==> src/rtl/rdc_pkg.sv <==
// Package with the register map, field layout, timing and state types.
package rdc_pkg;

	// Register byte offsets on the Avalon-MM slave.
	localparam logic [7:0] REG_CTRL        = 8'h00;
	localparam logic [7:0] REG_DIG_TIME    = 8'h04;
	localparam logic [7:0] REG_ANA_TIME    = 8'h08;
	localparam logic [7:0] REG_ANA_TOL     = 8'h0C;
	localparam logic [7:0] REG_DIG_VALUE   = 8'h10;
	localparam logic [7:0] REG_ANA_VALUE   = 8'h14;
	localparam logic [7:0] REG_CHAN_STATUS = 8'h18;
	localparam logic [7:0] REG_IRQ_STATUS  = 8'h1C;
	localparam logic [7:0] REG_IRQ_MASK    = 8'h20;
	localparam logic [7:0] REG_DIAG_COUNT  = 8'h24;
	localparam logic [7:0] REG_DIAG_DATA   = 8'h28;

	// Control register field positions.
	localparam int CTRL_TWO_CH_BIT  = 0;
	localparam int CTRL_NONEQ_LSB   = 4;
	localparam int CTRL_MAXSEL_LSB  = 8;

	// Channel status field positions.
	localparam int STAT_DIG_ERR_LSB = 0;
	localparam int STAT_ANA_ERR_LSB = 4;
	localparam int STAT_DIG_RUN_LSB = 8;
	localparam int STAT_ANA_RUN_LSB = 12;

	// Interrupt status bit positions.
	localparam int IRQ_DIG_BIT  = 0;
	localparam int IRQ_ANA_BIT  = 1;
	localparam int IRQ_OVFL_BIT = 2;

	// Channel counts: eight digital inputs, four analog inputs.
	localparam int DIG_INPUTS = 8;
	localparam int DIG_PAIRS  = 4;
	localparam int ANA_INPUTS = 4;
	localparam int ANA_PAIRS  = 2;
	localparam int ANA_W      = 16;
	localparam int EVT_W      = DIG_PAIRS + ANA_PAIRS;

	// Analog scaling: raw code at 4 mA is zero, one percent of span.
	localparam logic [16:0] ANA_COUNTS_PER_PCT = 17'h0_0064;

	// Diagnostic entry type codes.
	localparam logic [3:0] DIAG_TYPE_DIG = 4'h1;
	localparam logic [3:0] DIAG_TYPE_ANA = 4'h2;
	localparam int         DIAG_DEPTH    = 8;
	localparam logic [3:0] DIAG_FULL     = 4'h8;
	localparam int         DIAG_VALID_BIT = 8;

	// Discrepancy time base: one millisecond at a 100 ns clock.
	localparam int CLK_PERIOD_NS = 100;
	localparam int TIME_UNIT_NS  = 1000000;
	localparam int TICK_CYCLES   = TIME_UNIT_NS / CLK_PERIOD_NS;

	// Reset values of the writable registers.
	localparam logic [15:0] DIG_TIME_RESET = 16'h000A;
	localparam logic [15:0] ANA_TIME_RESET = 16'h000A;
	localparam logic [6:0]  ANA_TOL_RESET  = 7'h05;

	// Entire state of the top module.
	typedef struct packed {
		logic                          waitReq;
		logic [31:0]                   rdData;
		logic                          irq;
		logic                          twoCh;
		logic [DIG_PAIRS-1:0]          nonEq;
		logic [ANA_PAIRS-1:0]          maxSel;
		logic [15:0]                   digTime;
		logic [15:0]                   anaTime;
		logic [6:0]                    tolPct;
		logic [2:0]                    irqStatus;
		logic [2:0]                    irqMask;
		logic [15:0]                   tick;
		logic [EVT_W-1:0]              pend;
		logic [DIAG_DEPTH-1:0][7:0]    diag;
		logic [2:0]                    wrPtr;
		logic [2:0]                    rdPtr;
		logic [3:0]                    count;
	} rdc_top_state_type;

	// Result bundle of one pair checker.
	typedef struct packed {
		logic running;
		logic error;
		logic errorEvent;
	} rdc_chk_flags_type;

endpackage

==> src/rtl/rdc_top.sv <==
// Paired input discrepancy check with Avalon-MM registers.
//
// How it works
// - Single mode: each input is one channel.
// - Two-channel mode compares pair, equal or complementary.
// - Two-channel mode exposes half the inputs.
// - Disagreement starts the discrepancy timer.
// - Persisting mismatch at expiry flags an error.
// - Digital error forces channel value to zero.
// - Error logs type and channel in buffer.
// - Old value is reported while timer runs.
// - Analog inputs are always evaluated in pairs.
// - Analog pair: time and percent tolerance band.
// - Analog pair forwards configured min or max.
// - Out-of-band too long reports error, forwards selection.
//
// Added by the designer: register access over Avalon-MM and the register addresses.
`timescale 1ns/1ns
module rdc_top #(
	parameter int TICK_CYCLES = rdc_pkg::TICK_CYCLES
) (
	input  wire logic                       clock,
	input  wire logic                       reset_n,
	input  wire logic [7:0]                 address,
	input  wire logic                       read,
	input  wire logic                       write,
	input  wire logic [3:0]                 byteenable,
	input  wire logic [31:0]                writedata,
	output      logic [31:0]                readdata,
	output      logic                       waitrequest,
	output      logic                       irq,
	input  wire logic [7:0]                 digIn,
	input  wire logic [3:0][15:0]           anaIn
);

	rdc_pkg::rdc_top_state_type s;   // Registered state.
	rdc_pkg::rdc_top_state_type n;   // Next state.

	// Last count of the millisecond prescaler.
	localparam logic [15:0] TICK_LAST = 16'(TICK_CYCLES - 1);

	logic                                msTick;    // One-cycle time unit.
	logic [rdc_pkg::DIG_PAIRS-1:0]       digVal;    // Checked digital values.
	logic [rdc_pkg::DIG_PAIRS-1:0]       digErr;    // Digital errors.
	logic [rdc_pkg::DIG_PAIRS-1:0]       digRun;    // Digital timers running.
	logic [rdc_pkg::DIG_PAIRS-1:0]       digEvt;    // Digital error events.
	logic [rdc_pkg::ANA_PAIRS-1:0][15:0] anaVal;    // Forwarded analog values.
	logic [rdc_pkg::ANA_PAIRS-1:0]       anaErr;    // Analog errors.
	logic [rdc_pkg::ANA_PAIRS-1:0]       anaRun;    // Analog timers running.
	logic [rdc_pkg::ANA_PAIRS-1:0]       anaEvt;    // Analog error events.
	logic [16:0]                         tolCounts; // Tolerance in raw codes.

	// The time base runs free, so the first unit of a discrepancy may be
	// short: an error comes after the limit less at most one unit.
	assign msTick    = (s.tick == TICK_LAST);
	assign tolCounts = 17'({10'h000, s.tolPct} * rdc_pkg::ANA_COUNTS_PER_PCT);

	// Pair evaluation. In single mode the lower four inputs still pass
	// through their checkers, which only adds one cycle of delay, while
	// the upper four are shown live. In two-channel mode the upper four
	// inputs only serve as the second half of each pair and read as zero.
	// A digital pair in error forwards zero, the safe state, until both
	// inputs agree again.
	// One checker per digital pair; input k pairs with input k plus four.
	for (genvar k = 0; k < rdc_pkg::DIG_PAIRS; k++)
	begin : g_dig
		logic                       mis;    // Pair breaks expected relation.
		rdc_pkg::rdc_chk_flags_type fl;     // Checker flags.
		// Equal pair expected unless the non-equivalent type is set.
		assign mis = s.twoCh &
			(digIn[k] ^ digIn[k + rdc_pkg::DIG_PAIRS] ^ s.nonEq[k]);
		rdc_pair_checker #(.W(1)) u_chk (
			.clock   (clock),
			.reset_n (reset_n),
			.msTick  (msTick),
			.mismatch(mis),
			.limit   (s.digTime),
			.agreed  (digIn[k]),
			.fault   (1'b0),
			.value   (digVal[k]),
			.flags   (fl)
		);
		assign digErr[k] = fl.error;
		assign digRun[k] = fl.running;
		assign digEvt[k] = fl.errorEvent;
	end

	// Analog pairs are always compared, whatever the mode bit says. The
	// band is strict: a difference equal to the tolerance still passes.
	// The forwarded value is always the selected min or max, held while
	// the timer runs and the live selection once the pair is in error.
	// One checker per analog pair; input j pairs with input j plus two.
	for (genvar j = 0; j < rdc_pkg::ANA_PAIRS; j++)
	begin : g_ana
		logic [15:0]                a;      // First measurement.
		logic [15:0]                b;      // Opposite measurement.
		logic [15:0]                diff;   // Absolute difference.
		logic [15:0]                sel;    // Selected min or max.
		logic                       mis;    // Outside tolerance band.
		rdc_pkg::rdc_chk_flags_type fl;     // Checker flags.
		assign a    = anaIn[j];
		assign b    = anaIn[j + rdc_pkg::ANA_PAIRS];
		assign diff = (a > b) ? (a - b) : (b - a);
		assign mis  = ({1'b0, diff} > tolCounts);
		assign sel  = (s.maxSel[j] == (a > b)) ? a : b;
		rdc_pair_checker #(.W(16)) u_chk (
			.clock   (clock),
			.reset_n (reset_n),
			.msTick  (msTick),
			.mismatch(mis),
			.limit   (s.anaTime),
			.agreed  (sel),
			.fault   (sel),
			.value   (anaVal[j]),
			.flags   (fl)
		);
		assign anaErr[j] = fl.error;
		assign anaRun[j] = fl.running;
		assign anaEvt[j] = fl.errorEvent;
	end

	// Merges write data into a register under the byte enables.
	function automatic logic [31:0] merge(
		input logic [31:0] old,
		input logic [31:0] wd,
		input logic [3:0]  be
	);
		logic [31:0] m;
		m = {{8{be[3]}}, {8{be[2]}}, {8{be[1]}}, {8{be[0]}}};
		return (old & ~m) | (wd & m);
	endfunction

	// Bus timing. A request seen with waitrequest high loads the read
	// value and drops waitrequest for one cycle; the access completes at
	// the next edge, where a write lands and a diagnostic read pops its
	// entry. The master lets go of the request at that edge, so two
	// accesses are always at least two cycles apart.
	//
	// Diagnostic buffer. Error events first gather in the pending bits,
	// because several pairs may trip in one cycle while the buffer takes
	// only one entry per cycle. The lowest pending index goes first. A
	// full buffer drops the entry and raises the overflow bit, so that
	// software learns that the log is incomplete.
	//
	// Interrupts. Status bits are sticky and cleared by writing ones.
	// An event in the same cycle as the clear wins, so none is lost.
	// Bus decode, register updates, diagnostic buffer and interrupts.
	always_comb
	begin
		logic [31:0]               rv;       // Read value of the address.
		logic [31:0]               wv;       // Merged write value.
		logic                      taken;    // Access completes this edge.
		logic [2:0]                clr;      // Status bits cleared by software.
		logic [2:0]                set;      // Status bits set by events.
		logic                      pop;      // Diagnostic entry read out.
		logic                      push;     // Diagnostic entry stored.
		logic                      found;    // A pending event was picked.
		logic [2:0]                idx;      // Picked event index.
		logic [rdc_pkg::EVT_W-1:0] pendAll;  // Pending events less the picked one.
		rv      = '0;
		wv      = '0;
		clr     = '0;
		set     = '0;
		pop     = 1'b0;
		push    = 1'b0;
		found   = 1'b0;
		idx     = '0;
		pendAll = '0;
		n       = s;
		taken   = (read | write) & ~s.waitReq;

		// Millisecond prescaler for discrepancy times.
		n.tick = msTick ? '0 : s.tick + 16'h0001;

		// Value of the addressed register, unmapped reads give zero.
		unique case (address)
			rdc_pkg::REG_CTRL:
				// Select bits sit right above the sensor type nibble.
				rv = 32'({s.maxSel, s.nonEq, 3'b000, s.twoCh});
			rdc_pkg::REG_DIG_TIME:
				rv = 32'(s.digTime);
			rdc_pkg::REG_ANA_TIME:
				rv = 32'(s.anaTime);
			rdc_pkg::REG_ANA_TOL:
				rv = 32'(s.tolPct);
			rdc_pkg::REG_DIG_VALUE:
				// Two-channel mode hides the upper half of the inputs.
				rv = s.twoCh ? 32'(digVal)
					: 32'({digIn[7:4], digVal});
			rdc_pkg::REG_ANA_VALUE:
				rv = {anaVal[1], anaVal[0]};
			rdc_pkg::REG_CHAN_STATUS:
				// Analog running bits sit right above the digital ones.
				rv = 32'({anaRun, digRun, 2'b00, anaErr, digErr});
			rdc_pkg::REG_IRQ_STATUS:
				rv = 32'(s.irqStatus);
			rdc_pkg::REG_IRQ_MASK:
				rv = 32'(s.irqMask);
			rdc_pkg::REG_DIAG_COUNT:
				rv = 32'(s.count);
			rdc_pkg::REG_DIAG_DATA:
				rv = 32'({(s.count != 4'h0), s.diag[s.rdPtr]});
			default:
				rv = '0;
		endcase

		// One wait cycle, then the access completes with waitrequest low.
		n.waitReq = 1'b1;
		if ((read | write) && s.waitReq)
		begin
			n.waitReq = 1'b0;
			n.rdData  = rv;
		end

		// Register writes happen at the edge that ends the cycle with waitrequest low.
		wv = merge(rv, writedata, byteenable);
		if (taken && write)
		begin
			unique case (address)
				rdc_pkg::REG_CTRL:
				begin
					n.twoCh  = wv[rdc_pkg::CTRL_TWO_CH_BIT];
					n.nonEq  = wv[rdc_pkg::CTRL_NONEQ_LSB +: 4];
					n.maxSel = wv[rdc_pkg::CTRL_MAXSEL_LSB +: 2];
				end
				rdc_pkg::REG_DIG_TIME:
					n.digTime = wv[15:0];
				rdc_pkg::REG_ANA_TIME:
					n.anaTime = wv[15:0];
				rdc_pkg::REG_ANA_TOL:
					n.tolPct = wv[6:0];
				rdc_pkg::REG_IRQ_STATUS:
					clr = writedata[2:0] & {3{byteenable[0]}};
				rdc_pkg::REG_IRQ_MASK:
					n.irqMask = wv[2:0];
				default:
					n.irqMask = s.irqMask;
			endcase
		end

		// Reading a diagnostic entry removes it from the buffer.
		pop = taken && read && (address == rdc_pkg::REG_DIAG_DATA)
			&& (s.count != 4'h0);

		// New error events wait here until the buffer takes them.
		pendAll = s.pend;
		for (int i = 0; i < rdc_pkg::EVT_W; i++)
		begin
			if (!found && s.pend[i])
			begin
				found = 1'b1;
				idx   = 3'(i);
			end
		end
		push = found && (s.count != rdc_pkg::DIAG_FULL);
		if (found)
		begin
			// A picked event leaves pending whether stored or dropped.
			pendAll[idx] = 1'b0;
			set[rdc_pkg::IRQ_OVFL_BIT] = ~push;
		end
		// A fresh event is added after the pick, so it is never lost.
		n.pend = pendAll | {anaEvt, digEvt};
		if (push)
		begin
			// Entry holds the error type and the affected channel.
			n.diag[s.wrPtr] = (idx < 3'(rdc_pkg::DIG_PAIRS))
				? {rdc_pkg::DIAG_TYPE_DIG, 1'b0, idx}
				: {rdc_pkg::DIAG_TYPE_ANA, 1'b0,
					idx - 3'(rdc_pkg::DIG_PAIRS)};
			n.wrPtr = s.wrPtr + 3'h1;
		end
		if (pop)
		begin
			n.rdPtr = s.rdPtr + 3'h1;
		end
		n.count = s.count + {3'h0, push} - {3'h0, pop};

		// Sticky status, a new event wins over a clear in the same cycle.
		set[rdc_pkg::IRQ_DIG_BIT] = |digEvt;
		set[rdc_pkg::IRQ_ANA_BIT] = |anaEvt;
		n.irqStatus = (s.irqStatus & ~clr) | set;
		n.irq       = |(n.irqStatus & n.irqMask);
	end

	// Reset leaves the bus at rest with waitrequest high and loads the
	// default times and tolerance.
	// Registers the whole state.
	always_ff @(posedge clock or negedge reset_n)
	begin
		if (!reset_n)
		begin
			s         <= '0;
			s.waitReq <= 1'b1;
			s.digTime <= rdc_pkg::DIG_TIME_RESET;
			s.anaTime <= rdc_pkg::ANA_TIME_RESET;
			s.tolPct  <= rdc_pkg::ANA_TOL_RESET;
		end
		else
		begin
			s <= n;
		end
	end

	assign readdata    = s.rdData;
	assign waitrequest = s.waitReq;
	assign irq         = s.irq;

endmodule

==> src/rtl/rdc_pair_checker.sv <==
// Discrepancy timer and value hold for one pair of inputs.
`timescale 1ns/1ns
module rdc_pair_checker #(
	parameter int W = 1
) (
	input  wire logic                   clock,
	input  wire logic                   reset_n,
	input  wire logic                   msTick,
	input  wire logic                   mismatch,
	input  wire logic [15:0]            limit,
	input  wire logic [W-1:0]           agreed,
	input  wire logic [W-1:0]           fault,
	output      logic [W-1:0]           value,
	output      rdc_pkg::rdc_chk_flags_type flags
);

	// All state of this checker.
	typedef struct packed {
		logic [W-1:0] value;
		logic [15:0]  count;
		logic         running;
		logic         error;
		logic         errorEvent;
	} rdc_chk_state_type;

	rdc_chk_state_type s;     // Registered state.
	rdc_chk_state_type n;     // Next state.

	// Works out the next state of the timer, flags and forwarded value.
	always_comb
	begin
		n = s;
		n.errorEvent = 1'b0;
		if (!mismatch)
		begin
			// Pair agrees: timer stops and clears, current value passes.
			n.count   = '0;
			n.running = 1'b0;
			n.error   = 1'b0;
			n.value   = agreed;
		end
		else if (!s.error)
		begin
			// Pair disagrees: timer runs and the old value stays.
			n.running = 1'b1;
			if (s.count >= limit)
			begin
				// Time is up and the mismatch persists.
				n.error      = 1'b1;
				n.running    = 1'b0;
				n.errorEvent = 1'b1;
				n.value      = fault;
			end
			else if (msTick)
			begin
				// Count one more unit of discrepancy time.
				n.count = s.count + 16'h0001;
			end
		end
		else
		begin
			// Error stands: keep forwarding the fault value.
			n.value = fault;
		end
	end

	// Registers the state.
	always_ff @(posedge clock or negedge reset_n)
	begin
		if (!reset_n)
		begin
			s <= '0;
		end
		else
		begin
			s <= n;
		end
	end

	assign value            = s.value;
	assign flags.running    = s.running;
	assign flags.error      = s.error;
	assign flags.errorEvent = s.errorEvent;

endmodule

==> config.mk <==
export PLATFORM = sky130hd
export DESIGN_NAME = rdc_top
export DESIGN_NICKNAME = d
export VERILOG_FILES = /design/src/rtl/rdc_pkg.sv /design/src/rtl/rdc_top.sv /design/src/rtl/rdc_pair_checker.sv
export SDC_FILE = /design/constraint.sdc
export NUM_CORES = 1
export LEC_CHECK = 0
export ABC_AREA = 1
export BUFFER_PORTS_ARGS = -buffer_cell sky130_fd_sc_hd__buf_4
export CAP_MARGIN = 20
export CORE_MARGIN = 3
export CORE_UTILIZATION = 30
export CTS_BUF_LIST = sky130_fd_sc_hd__clkbuf_8
export DETAILED_ROUTE_END_ITERATION = 6
export PLACE_DENSITY_LB_ADDON = 0.1
export SETUP_SLACK_MARGIN = 0.05
export SYNTH_ARGS = -nofsm -noshare
export SYNTH_HDL_FRONTEND = slang
export SYNTH_SLANG_ARGS = --single-unit
==> constraint.sdc <==
create_clock -name clock -period 5.2 [get_ports clock]
set_clock_uncertainty 0.2 [all_clocks]
set_input_delay 0.52 -clock clock [delete_from_list [all_inputs] [get_ports clock]]
set_output_delay 0.52 -clock clock [all_outputs]
set_load 0.1 [all_outputs]
=== After elaboration in Yosys (flattened, before gate mapping) ===
Cells that the tools add are included.

* Register bits: 332
* Input port bits: 120
* Output and inout bits: 34
* Logic and storage cells: 267

* $add $sub $neg: 16
* Multiply operators: 1
* $lt $le $gt $ge: 16
* Equality and inequality tests: 38
* Multiplexer cells: 81
* Bitwise operators: 28
* Reductions and logical operators: 33

{| class="wikitable"
|+ Operator list
! kind !! number
|-
| 32-bit case mux with 11 select lines || 1
|-
| 16-bit 2-to-1 mux || 21
|-
| 19-bit 2-to-1 mux || 10
|-
| 16-bit by 1-bit adder with 16-bit output, second input constant || 7
|-
| 16-bit >= comparator || 6
|-
| 34-bit 2-to-1 mux || 2
|-
| 64-bit bitwise mux || 1
|-
| 16-bit subtractor || 4
|-
| 3-bit 2-to-1 mux || 14
|-
| 2-bit inequality test, second input constant || 18
|-
| 33-bit 2-to-1 mux || 1
|-
| 16-bit AND || 2
|-
| 8-bit by 5-bit equality test with 1-bit output, second input constant || 4
|-
| 16-bit by 14-bit greater-than comparator with 1-bit output || 2
|-
| 16-bit greater-than comparator || 2
|-
| 8-bit binary-select mux with 3-bit select || 1
|-
| 8-bit demux with 3-bit select || 1
|-
| 8-bit by 6-bit equality test with 1-bit output, second input constant || 3
|-
| 8-bit 2-to-1 mux || 3
|-
| 1-bit 2-to-1 mux || 23
|-
| 3-bit inequality test, second input constant || 6
|-
| 3-bit AND reduction || 6
|-
| 16-bit by 14-bit equality test with 1-bit output, second input constant || 1
|-
| 8-bit by 4-bit equality test with 1-bit output, second input constant || 2
|-
| other kinds (33) || 72
|}

=== Depth between registers and ports, before layout ===
* Depth in word-level cells: 24
* Gate-level depth with buffers: 33
* Gate-level depth less buffers: 31

=== By module ===
A second synthesis with hierarchy kept.

* Cell total of the unflattened synthesis: 3487
* Area total of the unflattened synthesis: 24534.8 um^2

{| class="wikitable"
|+ By module, submodules not included
! module !! times used !! cells each !! area an instance (um^2) !! seq. area each (um^2)
|-
| rdc_top || 1 || 1855 || 12736.0 || 3762.4
|-
| rdc_pair_checker (g_dig[0].u_chk ...) || 4 || 238 || 1656.6 || 500.5
|-
| rdc_pair_checker (g_ana[0].u_chk ...) || 2 || 340 || 2586.2 || 875.8
|}

=== Worst setup path before layout ===
No wires, ideal clock.

* Path type: register -> register
* From: register s[104] (netlist name)
* To: register g_ana[0].u_chk.s (netlist bit g_ana[0].u_chk.flags[0])
* Library setup time: 0.120 ns
* Arrival: 3.730 ns
* Data required time: 4.880 ns
* Path slack: 1.151 ns
* Stages on the path, launching flop included: 21
* Buffers on the path: 1
* Clock period less this slack: 4.049 ns
* Cell sequence: dfstp_2 ha_1 ha_1 fa_1 ha_1 a21oi_1 nand2_1 a21oi_1 o21ai_0 xnor2_1 ha_1 nand2_1 nor2_1 a211oi_1 nand2_1 nand2_1 nand2_1 nand3_1 nand2_2 buf_2 and3_1

{| class="wikitable"
|+ RTL lines
! element !! RTL line !! source
|-
| from (decl) || rdc_top.sv:36 || <nowiki>rdc_pkg::rdc_top_state_type s;</nowiki>
|-
| from (signal assigned) || rdc_top.sv:301 || <nowiki>s <= n;</nowiki>
|-
| to (signal assigned) || rdc_pair_checker.sv:76 || <nowiki>s <= n;</nowiki>
|-
| to (decl) || rdc_pair_checker.sv:26 || <nowiki>rdc_chk_state_type s;</nowiki>
|}

=== Final worst setup path ===
* From: register s[104] (netlist name)
* To: register g_ana[1].u_chk.s (netlist bit g_ana[1].u_chk.value[4])

* Word-level cells in the longest chain between the ends: 3
* Elaborated cells between the ends (all ways): 4
* Classes of those cells: mul (1); order compare (1); eq/ne (1); mux (1)

{| class="wikitable"
|+ Ends and longest elaborated chain
! element !! RTL line !! source
|-
| 7-bit by 5-bit multiplier with 12-bit output (*) || rdc_top.sv:56 || <nowiki>assign tolCounts = 17'({10'h000, s.tolPct} * rdc_pkg::ANA_COUNTS_PER_PCT);</nowiki>
|-
| 16-bit by 14-bit greater-than comparator with 1-bit output (*) || rdc_top.sv:104 || <nowiki>assign mis = ({1'b0, diff} > tolCounts);</nowiki>
|-
| 3-bit inequality test (no line) / 34-bit 2-to-1 mux (equally long branches) || n/a ||
|-
| to (signal assigned) || rdc_pair_checker.sv:76 ||
|-
| to (decl) || rdc_pair_checker.sv:26 ||
|}

Mark *: on every way between the ends. The rest lies on a longest branch, timed or not.
A chain may end at the register's enable or synchronous reset.

==> results.cfg <==
[clocking]
clkTransAtPathRegs_ns = 0.06
cts_inserted_buffers = 56
insertion_delay_ns = 0.66
cts_tree = built
cts.sink_count = 300
clk_path_buf_depth = 3
htreeDepth = 2
root_buffer = clkbuf_8

[placed_design]
dp_hpwl_mm = 56.1
pre_cts_ws_ns = 0.415
port_buffers = 135
place_congestion = 0.898

[yosys]
synthesis.nets = 3560
synthArstFlopShare_pct = 100
synth_top_area_share_pct = 32.4
ys_warn_count = 0
synthTopCellsByCount = nand2_1 (878), inv_1 (478), dfrtp_1 (293), nand3_1 (284), o21ai_0 (276)
synth_cells = 3212
synth_edf_count = 0
synth-seq-cells = 300
syn_avg_cell_area_um2 = 7.04
yosysTopAreaCell = dfrtp_1
synth.most_common_cell = nand2_1
yosysSeqAreaShare_pct = 33.2
syn_area_mm2 = 0.0226
ys_types = 52
synth_ff_type = dfrtp_1
synthTopCellsByArea = dfrtp_1 (32%), nand2_1 (15%), ha_1 (12%)

[timing]
tns_ns = 0
report.final.slew_viol_count = 0
finalCritPeriodShare_pct = 90.7
finalCriticalPeriod_ns = 4.71
fmax_ghz = 0.212
setup_ws_ns = 0.486
hold_viol = 0
max-slew-margin-rel_pct = 27.6
worst_pin_slew_ns = 1.08
hold-worst-slack_ns = 0.0583
rsz0062_at_grt = no
setup_viol = 0

[drt]
drc_errors = 0
drtIter0Drc = 1164
wl_per_cell_um = 16.6
detail-route-antenna-nets = 0
vias = 20900
drt_wl_total_mm = 72.4
drt_first_pass_iters = 6
vias_per_cell = 4.78

[pwr]
power_mw = 6.63
peakVddDrop_mv = 0.145
p_leak_nw = 13.4
powerDensity_mw_per_mm2 = 255

[worst_setup_path]
reg2reg_from = s[104]$_DFFE_PN1P_
r2r-end = g_ana[1].u_chk.value[4]$_DFFE_PN0P_
r2r_setup_slack_ns = 0.49
crit_end = g_ana[1].u_chk.value[4]$_DFFE_PN0P_
crit_start = s[104]$_DFFE_PN1P_
worstPathArrival_ns = 5.09
r2r.worst_path.cells = 19
critPathLaunchType = register
worst-endpoint-required_ns = 5.57
cp_max_fo = 50
critical_path_class = reg -> reg
end_kind = register

[die]
coreArea_mm2 = 0.0746
num_rows = 100
dieArea_mm2 = 0.0787
die_x_um = 281
start_util_pct = 30.3
io-pin-count = 154
dieHeight_um = 281

[min_path]
hold_path_class = in -> reg

[finish]
num-fill-cells = 8039
final_layout_size_suffix_gt1_share_pct = 8.84
fin_nets = 3695
area_growth_syn_to_layout_pct = 14.7
multiInputGateArea_mm2 = 0.0127
finish.utilization_pct = 34.8
regArea_mm2 = 0.00752

[grt]
grt_start_max_net_pins = 118
grt_pass1_vias = 20700
grt_pass1_wl_mm = 115
antenna_found_initial = 1
groute.usage.overall_pct = 18.4
gr-total-overflow = 0

[run_status]
status = finished clean

[run]
drv_cap = 0
-- repair_timing --
| action | 4_1_cts | 5_1_grt |
|---|---|---|
| resized for setup | 0 | 0 |
| hold buffers | 26 | 0 |
| buffers inserted | 0 | 0 |
| endpoints found under the hold margin | 124 | 0 |
| setup endpoints to repair | 0 | 0 |
-- metrics by stage --
stage | area [um2] | cells
finish | 25900 | 4363
global route | 25900 | 4363
CTS | 25900 | 4362
detailed placement | 24500 | 4232
global placement | 24500 | 4232
floorplan | 22600 | 3212
-- final cells by class --
cell class,instances,share of cell area (%)
Tap cell,969,4.68
Sequential cell,300,29.0
Antenna cell,1,0.00965
Multi-Input combinational cell,2314,49.0
Timing Repair Buffer,183,5.63
Inverter,492,7.13
Clock inverter,29,0.632
Clock buffer,75,3.98
-- layer usage --
metal	vias up	routed length [um]	global-route usage [%]	part of all wire, %
met1	9750	34200	24.9	47
met2	408	33900	31.2	47
li1	10600	-	-	-
met4	0	1520	4.43	2.1
met3	89	2740	2.21	3.8
met5	-	0	0	0
-- logic make-up after synthesis --
group | Yosys count | share of synthesized area [%]
compound gates | 504 | 12.0
xor+xnor | 79 | 3.06
fa+ha+maj | 228 | 12.8
buf+inv | 598 | 10.7
flops | 300 | 33.2
simple gates | 1503 | 28.1
-- critical path: stages (launching register included) --
cell	delay [ns]
dfstp_2	0.61
ha_1	0.25
ha_1	0.31
fa_1	0.47
ha_1	0.36
nand3_1	0.08
nand2_1	0.13
a21oi_1	0.08
o21ai_0	0.29
xnor2_1	0.15
ha_1	0.33
nand4_1	0.13
o21ai_0	0.17
nand2_1	0.07
nand2_1	0.08
nand3_2	0.12
nand2_4	0.10
buf_4	0.43
nand3_1	0.15
nand2_1	0.10
-- worst min-delay path by stage --
stage	to	slack, ns	start	cells past startpoint
after floorplan	g_ana[0].u_chk.flags[0]$_DFF_PN0_	0.02	reset_n	0
after global placement	s[74]$_DFF_PN0_	0.18	g_dig[0].u_chk.flags[0]$_DFF_PN0_	0
after detailed placement	s[74]$_DFF_PN0_	0.18	g_dig[0].u_chk.flags[0]$_DFF_PN0_	0
after CTS	g_ana[1].u_chk.value[10]$_DFFE_PN0P_	0.004	anaIn[58]	5
after global routing	g_ana[1].u_chk.value[10]$_DFFE_PN0P_	0.07	anaIn[58]	5
final	g_ana[1].u_chk.value[10]$_DFFE_PN0P_	0.06	anaIn[58]	5
-- registers in the layout (all words and copies together) (netlist names) --
signal / count
g_ana.u_chk.flags: 6
g_ana.u_chk.s: 32
g_ana.u_chk.value: 32
g_dig.u_chk.flags: 12
g_dig.u_chk.s: 64
g_dig.u_chk.value: 4
irq: 1
readdata: 32
s: 116
waitrequest: 1
-- layout by cell type, fill, tap and decap left out, types with 8 or more instances in the layout --
master         instances
xnor2_1               21
nand4_1               34
xor2_1                56
nand3_1              284
o21a_1                 8
a21oi_1              148
dfrtp_1              293
ha_1                 221
o21ai_0              275
o21bai_1              10
clkbuf_8              75
nor3b_1                8
inv_2                 10
nand2_1              878
o211ai_1              13
o22ai_1               16
nor2_1               209
nor3_1                38
o2111ai_1             10
inv_1                497
buf_4                155
dlygate4sd3_1         26
nand2_2               10
-- power by group --
group	switching [mW]	internal, mW
Clock	1.08	1.34
Sequential	0.145	2.50
Combinational	1.02	0.538
Total	2.25	4.38
(Power assumes the default switching activity.)
